--- src/rtl/dls_pkg.sv ---
package dls_pkg;

  // ---------------------------------------------------------------------------
  // Register map (byte addresses)
  // ---------------------------------------------------------------------------
  localparam logic [11:0] DLS_ADDR_FUSE    = 12'h000;
  localparam logic [11:0] DLS_ADDR_PARAM   = 12'h004;
  localparam logic [11:0] DLS_ADDR_LINK    = 12'h008;
  localparam logic [11:0] DLS_ADDR_SYNC    = 12'h00c;
  localparam logic [11:0] DLS_ADDR_ENABLE  = 12'h010;
  localparam logic [11:0] DLS_ADDR_STATUS  = 12'h014;
  localparam logic [11:0] DLS_ADDR_LANES   = 12'h018;
  localparam logic [11:0] DLS_ADDR_AMP     = 12'h01c;
  localparam logic [11:0] DLS_ADDR_TONE_FREQUENCY    = 12'h020;
  localparam logic [11:0] DLS_ADDR_PHASE   = 12'h024;
  localparam logic [11:0] DLS_ADDR_AMP_R   = 12'h028;
  localparam logic [11:0] DLS_ADDR_TONE_FREQUENCY_R  = 12'h02c;
  localparam logic [11:0] DLS_ADDR_PHASE_R = 12'h030;
  localparam logic [11:0] DLS_ADDR_RESYNC  = 12'h034;
  localparam logic [11:0] DLS_ADDR_LATENCY = 12'h038;

  // ---------------------------------------------------------------------------
  // Field positions
  // ---------------------------------------------------------------------------
  localparam int DLS_ENA_LINK_BIT   = 0;
  localparam int DLS_ENA_PATH_BIT   = 1;
  localparam int DLS_ENA_TONE_BIT   = 2;
  localparam int DLS_SYNC_SLEEP_BIT = 0;
  localparam int DLS_SYNC_PROC_BIT  = 1;
  localparam int DLS_SYNC_ALIGN_BIT = 2;
  localparam int DLS_STAT_UP_BIT    = 0;
  localparam int DLS_STAT_LOCK_BIT  = 1;
  localparam int DLS_STAT_ALGN_BIT  = 2;

  // ---------------------------------------------------------------------------
  // Reset values and timing
  // ---------------------------------------------------------------------------
  localparam logic [7:0]  DLS_RST_INTERP       = 8'h01;
  localparam logic [3:0]  DLS_RST_STREAMS      = 4'h2;
  localparam logic [7:0]  DLS_RST_KM1          = 8'h1f;
  localparam logic [2:0]  DLS_RST_WAVE         = 3'h0;
  localparam logic        DLS_RST_SYNC_SLEEP   = 1'b1;
  localparam int          DLS_FUSE_CYCLES      = 64;
  localparam int          DLS_DES_EXTRA_LAT    = 97;
  localparam logic [31:0] DLS_UNMAPPED_DATA    = 32'h0000_0000;

  typedef enum logic [2:0] {
    DLS_WAVE_NRZ      = 3'b000,
    DLS_WAVE_RTZ      = 3'b001,
    DLS_WAVE_RF       = 3'b010,
    DLS_WAVE_DES_1X   = 3'b011,
    DLS_WAVE_DES_LOW  = 3'b100,
    DLS_WAVE_DES_HIGH = 3'b101
  } dls_wave_t;

  typedef enum logic [0:0] {
    DLS_ENC_8B10B  = 1'b0,
    DLS_ENC_64B66B = 1'b1
  } dls_enc_t;

  typedef struct packed {
    logic [15:0] tone_amplitude;
    logic [31:0] tone_frequency;
    logic [15:0] phase;
  } dls_tone_t;

  typedef struct packed {
    logic        link_up;
    logic        pll_locked;
    logic        aligned;
    logic [15:0] lane_sync;
  } dls_link_stat_t;

endpackage

--- src/rtl/dls_fuse_loader.sv ---
`timescale 1ns/1ps
module dls_fuse_loader
  import dls_pkg::*;
#(
  parameter int CYCLES = DLS_FUSE_CYCLES
) (
  input  wire logic i_clk,
  input  wire logic i_rstn,
  output logic      o_done
);

  typedef struct packed {
    logic [15:0] count;
    logic        done;
  } dls_fuse_state_t;

  dls_fuse_state_t state_reg;
  dls_fuse_state_t state_next;

  // ---------------------------------------------------------------------------
  // Fuse load timer
  // ---------------------------------------------------------------------------
  always_comb begin
    state_next = state_reg;
    if (!state_reg.done) begin
      if (state_reg.count == 16'(CYCLES - 1)) begin
        state_next.done = 1'b1;
      end else begin
        state_next.count = state_reg.count + 16'h0001;
      end
    end
  end

  always_ff @(posedge i_clk) begin
    if (!i_rstn) begin
      state_reg <= '0;
    end else begin
      state_reg <= state_next;
    end
  end

  assign o_done = state_reg.done;

endmodule // dls_fuse_loader

--- src/rtl/dls_des_delay.sv ---
`timescale 1ns/1ps
module dls_des_delay
  import dls_pkg::*;
#(
  parameter int WIDTH = 16,
  parameter int DEPTH = DLS_DES_EXTRA_LAT
) (
  input  wire logic             i_clk,
  input  wire logic             i_rstn,
  input  wire logic [WIDTH-1:0] i_data,
  output logic      [WIDTH-1:0] o_data
);

  typedef struct packed {
    logic [DEPTH-1:0][WIDTH-1:0] pipe;
  } dls_delay_state_t;

  dls_delay_state_t state_reg;
  dls_delay_state_t state_next;

  // ---------------------------------------------------------------------------
  // Fixed latency line
  // ---------------------------------------------------------------------------
  always_comb begin
    state_next = state_reg;
    state_next.pipe[0] = i_data;
    for (int i = 1; i < DEPTH; i++) begin
      state_next.pipe[i] = state_reg.pipe[i-1];
    end
  end

  always_ff @(posedge i_clk) begin
    if (!i_rstn) begin
      state_reg <= '0;
    end else begin
      state_reg <= state_next;
    end
  end

  assign o_data = state_reg.pipe[DEPTH-1];

endmodule // dls_des_delay

--- src/rtl/dls_sequencer.sv ---
`timescale 1ns/1ps
module dls_sequencer
  import dls_pkg::*;
#(
  parameter int LANES       = 16,
  parameter int SAMPLE_W    = 16,
  parameter int FUSE_CYCLES = DLS_FUSE_CYCLES
) (
  input  wire logic                  i_clk,
  input  wire logic                  i_rstn,
  input  wire logic                  i_psel,
  input  wire logic                  i_penable,
  input  wire logic                  i_pwrite,
  input  wire logic [11:0]           i_paddr,
  input  wire logic [31:0]           i_pwdata,
  output logic      [31:0]           o_prdata,
  output logic                       o_pready,
  output logic                       o_pslverr,
  input  wire logic                  i_serdes_pll_locked,
  input  wire logic                  i_link_established,
  input  wire logic                  i_syncref_aligned,
  input  wire logic [LANES-1:0]      i_lane_sync,
  input  wire logic [2*SAMPLE_W-1:0] i_link_samples,
  input  wire logic [2*SAMPLE_W-1:0] i_interp_samples,
  output logic                       o_link_receiver_on,
  output dls_enc_t                   o_link_encoding_select,
  output logic      [7:0]            o_frames_per_multiframe_m1,
  output logic      [7:0]            o_rx_buffer_delay,
  output logic      [7:0]            o_link_mode_select,
  output logic                       o_syncref_receiver_sleep,
  output logic                       o_syncref_processing_on,
  output logic                       o_syncref_alignment_on,
  output logic      [3:0]            o_syncref_capture_select,
  output logic      [7:0]            o_upconv_interp_factor,
  output logic      [7:0]            o_total_interp_factor,
  output logic      [3:0]            o_oscillator_on,
  output logic                       o_complex_output_select,
  output logic      [7:0]            o_converter_source_route,
  output dls_wave_t                  o_output_waveform_mode,
  output logic                       o_interp_highpass,
  output logic                       o_interp_active,
  output dls_tone_t                  o_tone_active,
  output logic      [2*SAMPLE_W-1:0] o_converter_samples
);

  typedef struct packed {
    logic [7:0]            interp;
    logic [3:0]            stream_count;
    logic                  complex_sel;
    logic [7:0]            route;
    dls_wave_t             wave;
    dls_enc_t              enc;
    logic [7:0]            km1;
    logic [7:0]            rx_buffer_delay;
    logic [7:0]            lmode;
    logic                  subclass1;
    logic                  sync_sleep;
    logic                  sync_proc;
    logic                  sync_align;
    logic [3:0]            sync_sel;
    logic                  link_on;
    logic                  path_on;
    logic                  tone_on;
    dls_tone_t             tone_wr;
    dls_tone_t             tone_act;
    logic                  resync;
    logic [31:0]           rdata;
    logic [2*SAMPLE_W-1:0] samples;
  } dls_state_t;

  dls_state_t                state_reg;
  dls_state_t                state_next;
  logic                      fuse_done;
  logic [2*SAMPLE_W-1:0]     des_delayed;
  logic                      wr_en;
  logic                      rd_en;
  logic                      mapped;

  // ---------------------------------------------------------------------------
  // Address decode
  // ---------------------------------------------------------------------------
  function automatic logic dls_is_mapped(input logic [11:0] addr);
    case (addr)
      DLS_ADDR_FUSE, DLS_ADDR_PARAM, DLS_ADDR_LINK, DLS_ADDR_SYNC, DLS_ADDR_ENABLE,
      DLS_ADDR_STATUS, DLS_ADDR_LANES, DLS_ADDR_AMP, DLS_ADDR_TONE_FREQUENCY, DLS_ADDR_PHASE,
      DLS_ADDR_AMP_R, DLS_ADDR_TONE_FREQUENCY_R, DLS_ADDR_PHASE_R, DLS_ADDR_RESYNC,
      DLS_ADDR_LATENCY: dls_is_mapped = 1'b1;
      default:          dls_is_mapped = 1'b0;
    endcase
  endfunction

  // Maps the stream count to a mask of synthesis channels.
  function automatic logic [3:0] dls_chan_mask(input logic [3:0] streams);
    case (streams)
      4'h2:    dls_chan_mask = 4'h1;
      4'h4:    dls_chan_mask = 4'h3;
      4'h6:    dls_chan_mask = 4'h7;
      4'h8:    dls_chan_mask = 4'hf;
      default: dls_chan_mask = 4'h0;
    endcase
  endfunction

  // Interpolating dual-edge modes.
  function automatic logic dls_is_interp(input dls_wave_t w);
    dls_is_interp = (w == DLS_WAVE_DES_LOW) || (w == DLS_WAVE_DES_HIGH);
  endfunction

  assign mapped = dls_is_mapped(i_paddr);
  assign wr_en  = i_psel && i_penable && i_pwrite && mapped && fuse_done;
  assign rd_en  = i_psel && !i_penable && !i_pwrite;

  // ---------------------------------------------------------------------------
  // Submodules
  // ---------------------------------------------------------------------------
  dls_fuse_loader #(
    .CYCLES (FUSE_CYCLES)
  ) u_fuse (
    .i_clk  (i_clk),
    .i_rstn (i_rstn),
    .o_done (fuse_done)
  );

  dls_des_delay #(
    .WIDTH (2*SAMPLE_W),
    .DEPTH (DLS_DES_EXTRA_LAT)
  ) u_des_delay (
    .i_clk  (i_clk),
    .i_rstn (i_rstn),
    .i_data (i_interp_samples),
    .o_data (des_delayed)
  );

  // ---------------------------------------------------------------------------
  // Register and sequencing logic
  // ---------------------------------------------------------------------------
  always_comb begin
    state_next        = state_reg;
    state_next.resync = 1'b0;
    if (wr_en) begin
      case (i_paddr)
        DLS_ADDR_PARAM: begin
          state_next.interp       = i_pwdata[7:0];
          state_next.stream_count = i_pwdata[11:8];
          state_next.complex_sel  = i_pwdata[12];
          state_next.wave         = dls_wave_t'(i_pwdata[18:16]);
          state_next.route        = i_pwdata[31:24];
        end
        DLS_ADDR_LINK: begin
          state_next.enc       = dls_enc_t'(i_pwdata[0]);
          state_next.subclass1 = i_pwdata[1];
          state_next.km1       = i_pwdata[15:8];
          state_next.rx_buffer_delay       = i_pwdata[23:16];
          state_next.lmode     = i_pwdata[31:24];
        end
        DLS_ADDR_SYNC: begin
          state_next.sync_sleep = i_pwdata[DLS_SYNC_SLEEP_BIT];
          state_next.sync_proc  = i_pwdata[DLS_SYNC_PROC_BIT];
          state_next.sync_align = i_pwdata[DLS_SYNC_ALIGN_BIT];
          state_next.sync_sel   = i_pwdata[7:4];
        end
        DLS_ADDR_ENABLE: begin
          state_next.link_on = i_pwdata[DLS_ENA_LINK_BIT];
          state_next.path_on = i_pwdata[DLS_ENA_PATH_BIT];
          state_next.tone_on = i_pwdata[DLS_ENA_TONE_BIT];
        end
        DLS_ADDR_AMP:    state_next.tone_wr.tone_amplitude   = i_pwdata[15:0];
        DLS_ADDR_TONE_FREQUENCY:   state_next.tone_wr.tone_frequency  = i_pwdata;
        DLS_ADDR_PHASE:  state_next.tone_wr.phase = i_pwdata[15:0];
        DLS_ADDR_RESYNC: state_next.resync        = i_pwdata[0];
        default: begin
        end
      endcase
    end
    // New tone values reach the oscillators only on a resync strobe.
    if (state_reg.resync) begin
      state_next.tone_act = state_reg.tone_wr;
    end
    if (rd_en) begin
      case (i_paddr)
        DLS_ADDR_FUSE:    state_next.rdata = {31'h0, fuse_done};
        DLS_ADDR_PARAM:   state_next.rdata = {state_reg.route, 5'h0, state_reg.wave, 3'h0,
                                              state_reg.complex_sel, state_reg.stream_count,
                                              state_reg.interp};
        DLS_ADDR_LINK:    state_next.rdata = {state_reg.lmode, state_reg.rx_buffer_delay, state_reg.km1,
                                              6'h0, state_reg.subclass1, state_reg.enc};
        DLS_ADDR_SYNC:    state_next.rdata = {24'h0, state_reg.sync_sel, 1'b0,
                                              state_reg.sync_align, state_reg.sync_proc,
                                              state_reg.sync_sleep};
        DLS_ADDR_ENABLE:  state_next.rdata = {29'h0, state_reg.tone_on, state_reg.path_on,
                                              state_reg.link_on};
        DLS_ADDR_STATUS:  state_next.rdata = {29'h0, i_syncref_aligned, i_serdes_pll_locked,
                                              i_link_established};
        DLS_ADDR_LANES:   state_next.rdata = 32'(i_lane_sync);
        DLS_ADDR_AMP:     state_next.rdata = {16'h0, state_reg.tone_wr.tone_amplitude};
        DLS_ADDR_TONE_FREQUENCY:    state_next.rdata = state_reg.tone_wr.tone_frequency;
        DLS_ADDR_PHASE:   state_next.rdata = {16'h0, state_reg.tone_wr.phase};
        DLS_ADDR_AMP_R:   state_next.rdata = {16'h0, state_reg.tone_act.tone_amplitude};
        DLS_ADDR_TONE_FREQUENCY_R:  state_next.rdata = state_reg.tone_act.tone_frequency;
        DLS_ADDR_PHASE_R: state_next.rdata = {16'h0, state_reg.tone_act.phase};
        DLS_ADDR_LATENCY: state_next.rdata = dls_is_interp(state_reg.wave) ?
                                             32'(DLS_DES_EXTRA_LAT) : 32'h0;
        default:          state_next.rdata = DLS_UNMAPPED_DATA;
      endcase
    end
    // Samples flow only with the path enabled; interpolating modes take the delayed stream.
    if (!state_reg.path_on) begin
      state_next.samples = '0;
    end else if (dls_is_interp(state_reg.wave)) begin
      state_next.samples = des_delayed;
    end else begin
      state_next.samples = i_link_samples;
    end
  end

  always_ff @(posedge i_clk) begin
    if (!i_rstn) begin
      state_reg              <= '0;
      state_reg.interp       <= DLS_RST_INTERP;
      state_reg.stream_count <= DLS_RST_STREAMS;
      state_reg.km1          <= DLS_RST_KM1;
      state_reg.wave         <= dls_wave_t'(DLS_RST_WAVE);
      state_reg.sync_sleep   <= DLS_RST_SYNC_SLEEP;
    end else begin
      state_reg <= state_next;
    end
  end

  // ---------------------------------------------------------------------------
  // Outputs
  // ---------------------------------------------------------------------------
  assign o_prdata                   = state_reg.rdata;
  assign o_pready                   = 1'b1;
  assign o_pslverr                  = i_psel && i_penable && !mapped;
  assign o_link_receiver_on         = state_reg.link_on;
  assign o_link_encoding_select     = state_reg.enc;
  assign o_frames_per_multiframe_m1 = state_reg.km1;
  assign o_rx_buffer_delay          = state_reg.rx_buffer_delay;
  assign o_link_mode_select         = state_reg.lmode;
  assign o_syncref_receiver_sleep   = state_reg.sync_sleep;
  assign o_syncref_processing_on    = state_reg.sync_proc;
  assign o_syncref_alignment_on     = state_reg.sync_align;
  assign o_syncref_capture_select   = state_reg.sync_sel;
  assign o_upconv_interp_factor     = state_reg.interp;
  // Both factors are equal in every mode.
  assign o_total_interp_factor      = state_reg.interp;
  assign o_oscillator_on            = (state_reg.tone_on && state_reg.path_on) ?
                                      dls_chan_mask(state_reg.stream_count) : 4'h0;
  assign o_complex_output_select    = state_reg.complex_sel;
  assign o_converter_source_route   = state_reg.route;
  assign o_output_waveform_mode     = state_reg.wave;
  assign o_interp_highpass          = (state_reg.wave == DLS_WAVE_DES_HIGH);
  assign o_interp_active            = dls_is_interp(state_reg.wave);
  assign o_tone_active              = state_reg.tone_act;
  assign o_converter_samples        = state_reg.samples;

endmodule // dls_sequencer

--- config.mk ---
export PLATFORM = sky130hd
export DESIGN_NAME = dls_sequencer
export DESIGN_NICKNAME = d
export VERILOG_FILES = /design/src/rtl/dls_pkg.sv /design/src/rtl/dls_fuse_loader.sv /design/src/rtl/dls_des_delay.sv /design/src/rtl/dls_sequencer.sv
export SDC_FILE = /design/constraint.sdc
export NUM_CORES = 2
export LEC_CHECK = 0
export ABC_AREA = 1
export BUFFER_PORTS_ARGS = -buffer_cell sky130_fd_sc_hd__buf_2
export CAP_MARGIN = 20
export CELL_PAD_IN_SITES_DETAIL_PLACEMENT = 0
export CELL_PAD_IN_SITES_GLOBAL_PLACEMENT = 2
export CORE_AREA = 2 2 515 517
export DETAILED_ROUTE_END_ITERATION = 10
export DIE_AREA = 0 0 517 519
export PLACE_DENSITY = 0.83
export SYNTH_ARGS = -nofsm -noshare
export SYNTH_HDL_FRONTEND = slang
export SYNTH_SLANG_ARGS = --single-unit
--- constraint.sdc ---
create_clock -name i_clk -period 2.1 [get_ports i_clk]
set_input_delay 0.21 -clock i_clk [delete_from_list [all_inputs] [get_ports i_clk]]
set_output_delay 0.21 -clock i_clk [all_outputs]
set_load 0.005 [all_outputs]
# Word level (Yosys, flattened, before mapping)
# Memories as Yosys holds them, arrays and structs flattened.
# Cells that the tools add are included.
# W data, S select, Z words.
dict set report classes {
  bitwise 2
  n_eq_ne 21
  muxes 8
  add_sub_neg 1
  reduce_logical 24
}
# cell n
set ops {}
lappend ops {{$pmux W32 S14} 1}
lappend ops {{$eq A12 B6 Y1 const B} 7}
lappend ops {{$eq A12 B5 Y1 const B} 4}
lappend ops {{$mux W32} 1}
lappend ops {{$eq A12 B4 Y1 const B} 2}
lappend ops {{$reduce_and A2 Y1} 9}
lappend ops {{$add A16 B1 Y16 const B} 1}
lappend ops {{$eq A16 B6 Y1 const B} 1}
lappend ops {{$pmux W4 S4} 1}
lappend ops {{$eq A12 B3 Y1 const B} 1}
lappend ops {{$logic_not A12 Y1} 1}
lappend ops {{$eq A4 B3 Y1 const B} 2}
lappend ops {{$logic_and A1 B1 Y1} 8}
lappend ops {{$mux W7} 1}
lappend ops {{$eq A3 B3 Y1 const B} 2}
lappend ops {{$logic_not A6 Y1} 1}
lappend ops {{$eq A4 B2 Y1 const B} 1}
lappend ops {{$eq A4 B4 Y1 const B} 1}
lappend ops {{$mux W4} 1}
lappend ops {{$logic_not A1 Y1} 3}
lappend ops {{$mux W1} 3}
lappend ops {{$reduce_and A3 Y1} 1}
lappend ops {{$not A1 Y1} 2}
lappend ops {{$logic_or A1 B1 Y1} 1}
dict set report word_totals {
  mem_count 1
  out_inout_bits 197
  ff_bits 3374
  wordCells 182
  input_bits 132
  rom_bits 64
}
# memory words word_bits rd rd_clocked_by_memory_dff wr line
set memory_table {}
lappend memory_table {{(name not given)} 64 1 1 0 0 dls_sequencer.sv:83} ;# case (addr)

# Logic depth before layout (Yosys ltp)
dict set report depth {
  word_depth 5
  mapped_depth 11
  ltp_nobuf 11
}

# Hierarchy
# A second synthesis with hierarchy kept.
dict set report hier_totals {
  hier_cells 11440
  area_unflattened_um2 101597.4
}
# module instances cells_each area_per_inst_um2 seq_area_each_um2
set by_module_without_submodules {}
lappend by_module_without_submodules {dls_des_delay 1 9657 88646.3 62139.6}
lappend by_module_without_submodules {dls_sequencer 1 1633 11989.0 5064.9}
lappend by_module_without_submodules {dls_fuse_loader 1 150 962.2 340.3}

# Least setup slack after synthesis
# Ideal clock, no wire load.
dict set report synth_timing {
  path_type {input to register}
  startpoint {in i_paddr[9]}
  endpoint {reg state_reg, in the netlist o_total_interp_factor[1]}
  setup_slack_ns 0.582
  t_required_ns 1.977
  path_stages 10
  arrival_ns 1.395
  path_buffers 2
  setup_ns 0.123
  cell_sequence {nor2_2 -> nand2_4 -> clkinv_2 -> nand4_1 -> inv_2 -> nand2_4 -> nor2_1 -> buf_2 -> buf_4 -> a21oi_1}
}
dict set report synth_between {
  elab_chain_cells 5
  elab_cells_between_ends 6
  classes_between {1 x eq/ne; 1 x mux; 4 x reduce/logical}
}
# item line
set synth_lines {}
lappend synth_lines {{start: declaration} dls_sequencer.sv:14} ;# input wire logic [11:0] i_paddr,
lappend synth_lines {{$logic_not A6 Y1} dls_sequencer.sv:83}
lappend synth_lines {{$mux W1} dls_sequencer.sv:83}
lappend synth_lines {{$logic_and A1 B1 Y1 (2 in a row)} dls_sequencer.sv:109} ;# assign wr_en = i_psel && i_penable && i_pwrite && mapped && fuse_done;
lappend synth_lines {{$reduce_and A2 Y1 (no line) *} n/a}
lappend synth_lines {{end signal: assignment} dls_sequencer.sv:224} ;# state_reg <= state_next;
lappend synth_lines {{end: declaration} dls_sequencer.sv:71} ;# dls_state_t state_reg;
# Every way passes the cells marked *; elsewhere a longest branch is shown, timed or not.
# A chain may end at the register's enable or synchronous reset.

# Worst setup path in the final report
dict set report layout_timing {
  startpoint {reg state_reg[241] (netlist name)}
  endpoint {out o_oscillator_on[2]}
}
dict set report layout_between {
  elab_chain_cells 3
  elab_cells_between_ends 6
  classes_between {4 x eq/ne; 2 x mux}
}
# item line
set layout_lines {}
lappend layout_lines {{$eq A4 B4 Y1, or another cell as far along} dls_sequencer.sv:94} ;# case (streams)
lappend layout_lines {{$pmux W4 S4 *} dls_sequencer.sv:94}
lappend layout_lines {{$mux W4 *} dls_sequencer.sv:246} ;# assign o_oscillator_on = (state_reg.tone_on && state_reg.path_on) ?
lappend layout_lines {{end: declaration} dls_sequencer.sv:36} ;# output logic [3:0] o_oscillator_on,
# Marked as above.

==> flow_summary_export.csv <==
group,metric,value,unit
status,outcome,"finished with violations",
status,violations,"negative setup slack",
global_routing,grt_pass1_vias,58100,
placement,dp_hpwl,105000,microns
sta,finalCritPeriodShare,106,%
power_and_ir_drop,pwr-share-clk,49.1,%
detailed_routing,wirelength,172000,microns
detailed_routing,routed_via_density,3.92,
global_routing,grt_max_degree,196,
global_routing,grt_util_met1,16.1,%
detailed_routing,vias,61400,
sta,finClkSkew,85.0,ps
worst_setup_path,critPathSlowestCell,"dfxtp_4",
worst_setup_path,cpPeakStageDelay,350,ps
power_and_ir_drop,power.leakage,71.9,nW
cts,insertion_delay,980,ps
global_routing,overflow,0,
global_routing,grt-busiest-layer,"met2",
synthesis,synth_area_per_cell,8.71,sq um
synthesis,netlist_area,99500,sq um
synthesis,synthTopCellsByArea,"dfxtp_1 68%, nand2_1 13%, inv_1 12%, clkbuf_1 1.5%, buf_4 1.4%",
worst_setup_path,critPathKind,"reg2out",
cts,cts_root_buffer,"clkbuf_16",
synthesis,seq_area_frac_synth,67.9,%
synthesis,synthCells,11400,
power_and_ir_drop,cell_internal_pwr,104,mW
floorplanning,die_w,517,microns
detailed_routing,final_antenna_net_count,0,
floorplanning,die_y,519,microns
detailed_routing,drc,0,
placement,gp_congestion,0.833,
final_layout,largest_reg_flops,3072,
worst_hold_path,worstHoldPathType,"in2reg",
synthesis,synthArstFlopShare,0,%
cts,numCtsBuffers,364,
power_and_ir_drop,combPwrFrac,1.5,%
sta,maxSlewViolCount,0,
sta,layout_setup_ws,-131,ps
cts,cts_max_path_buffers,4,
placement,numPortBuffers,327,
synthesis,ys_types,37,
final_layout,final_net_count,12000,
final_layout,finalInstanceArea,119000,sq um
sta,slew_headroom,41.7,%
power_and_ir_drop,p_sw_share,19.8,%
synthesis,yosys.area.top_type_share,67.9,%
cts,htreeDepth,5,
cts,cts_tree,"built",
floorplanning,dieArea,268000,sq um
final_layout,drive_gt1_share,9.32,%
global_routing,antenna_found_initial,3,
sta,max_freq,448,MHz
final_layout,utilization,45.1,%
floorplanning,core_area,263000,sq um
final_layout,areaGrowthSynthToFinish,19.3,%
worst_hold_path,min-delay-start,"i_paddr[4]",
worst_setup_path,startpoint,"state_reg[241]",
worst_setup_path,crit_arrival,2020,ps
sta,setup_viol,3,
placement,place_ws,-18.5,ps
sta,hold_viol_final,0,
global_routing,met3_usage,3.06,%
power_and_ir_drop,switchingPower,25.7,mW
sta,period_needed,2230,ps
floorplanning,io_pins,329,
detailed_routing,drt-initial-drc-count,2736,
final_layout,fillers,25800,
detailed_routing,drt_pass1_iterations,7,
power_and_ir_drop,ir_worst_vdd,0.883,mV
cts,cts.clk_slew.worst_paths,60,ps
final_layout,seq_area,67600,sq um
worst_setup_path,cp-start-kind,"register",
synthesis,synth_flop_cell,"dfxtp_1",
global_routing,grt_use_met2,21.2,%
synthesis,synth_warnings,0,
worst_setup_path,required,1890,ps
sta,grt_setup_unrepaired,"yes",
flow_run,drv_cap,0,
global_routing,grt_pass1_wl,284000,microns
final_layout,multiInputGateArea,16800,sq um
synthesis,synth_fp_nets,11600,
power_and_ir_drop,power.density,1090,nW/um^2
floorplanning,start_util,37.8,%
power_and_ir_drop,power_frac_seq,49.4,%
synthesis,synth-edff-count,0,
worst_setup_path,critPathMaxFanout,3,
sta,worstMarginPinSlew,874,ps
worst_setup_path,crit_path_end_kind,"output pin",
global_routing,track_usage,12.9,%
worst_setup_path,path_cells,"nor4_4 -> nand2_2 -> inv_2 -> a31oi_4 -> a21oi_2 -> buf_2",
detailed_routing,wl_per_cell,11.0,microns
cts,cts_sinks,3374,
synthesis,ys_ff_latch,3374,
power_and_ir_drop,fin_total_pwr,130,mW
synthesis,yosys.area.top_type,"dfxtp_1",
floorplanning,rows,189,
worst_setup_path,worstReg2RegStart,"o_output_waveform_mode[2]",
placement,place_area,104000,sq um
final_layout,fin_cells,15700,
placement,dp.cells,14800,
through the flow:
step                hold slack [ps]  setup TNS [ps]
floorplan                       308               0
global placement                391            -609
detailed placement              395           -63.1
CTS                            11.5            -536
global route                   52.3            -670
finish                          114            -250
area by class of cell:
class / instances / area share [%]
Multi-Input combinational cell: 4186 / 14.1
Timing Repair Buffer: 679 / 4.56
Inverter: 3242 / 10.3
Sequential cell: 3374 / 56.9
Tap cell: 3533 / 3.72
Antenna cell: 6 / 0.0127
Clock inverter: 117 / 1.26
Clock buffer: 532 / 9.12
layer usage:
| metal | up-vias | routed length, microns |
|---|---|---|
| met5 | - | 0 |
| met3 | 388 | 8860 |
| met4 | 0 | 6010 |
| met1 | 27800 | 79800 |
| li1 | 32400 | - |
| met2 | 894 | 76900 |
cells in the mapped netlist, types with 2 or more instances:
library cell / instances
a211oi_1: 3
a21oi_1: 215
buf_2: 28
buf_4: 191
clkbuf_1: 403
dfxtp_1: 3374
inv_1: 3236
inv_2: 4
nand2_1: 3384
nand2_2: 3
nand2_4: 2
nand3_1: 78
nand3_2: 3
nand4_1: 6
nor2_1: 172
nor2_2: 8
nor2_4: 3
nor3_1: 15
nor4_1: 3
o211ai_1: 10
o21ai_0: 234
o21ai_1: 33
xor2_1: 2
power by group through the flow:
stage          Combinational [mW]  Sequential [mW]  Clock [mW]
2_1_floorplan                1.05             65.5           0
3_3_place_gp                 1.74             65.6           0
3_5_place_dp                 1.74             65.6           0
4_1_cts                      2.00             64.1        66.4
5_1_grt                      2.19             64.1        69.1
6_report                     1.96             64.1        63.8
timing repair:
item | in CTS | in global routing
hold endpoints to repair | 1422 | 0
buffers inserted | 6 | 7
resized for setup | 18 | 20
hold buffers | 188 | 0
endpoints found under the setup margin | 5 | 21
pin swaps | 4 | 4
cloned | 1 | 0
cells in the final DEF (no fill, tap or decap), types with 8 or more instances in the layout:
| cell | instances |
|---|---|
| buf_12 | 50 |
| clkinv_2 | 67 |
| clkbuf_8 | 98 |
| inv_1 | 3231 |
| dfxtp_1 | 3367 |
| nor3_1 | 13 |
| o21ai_0 | 233 |
| o211ai_1 | 10 |
| clkbuf_16 | 369 |
| buf_2 | 326 |
| a21oi_1 | 214 |
| clkinvlp_4 | 8 |
| nand3_1 | 77 |
| dlygate4sd3_1 | 188 |
| clkbuf_1 | 65 |
| nor2_2 | 13 |
| bufinv_16 | 31 |
| nor2_1 | 165 |
| o21ai_1 | 34 |
| buf_4 | 111 |
| nand2_1 | 3382 |
worst max-delay path, delay by kind of cell, from the launching register on:
kind,cells,cell delay [ps]
DFF,1,350
buffers and inverters,2,230
and+or+nand+nor,2,400
AOI/OAI and AO/OA,2,160
final timing paths:
kind,depth (start not counted),slack (ps),to
setup / recovery,6,-130,o_oscillator_on[2]
hold / removal,7,110,o_syncref_receiver_sleep
setup reg to reg,9,60,o_converter_samples[1]
hold reg to reg,2,360,u_des_delay.state_next[719]
logic make-up (layout without fill, tap and decap cells):
group | Yosys count | count (layout) | synth area share [%]
and+or+nand+nor | 3685 | 3685 | 14.2
buffers and inverters | 3864 | 4570 | 15.3
other | 1 | 7 | 0.00377
DFF | 3374 | 3374 | 67.9
xor gates and xnor gates | 2 | 2 | 0.0176
adders and majority gates | 1 | 1 | 0.0126
AOI/OAI and AO/OA | 497 | 497 | 2.54
Power figures use the tool's default switching activity.
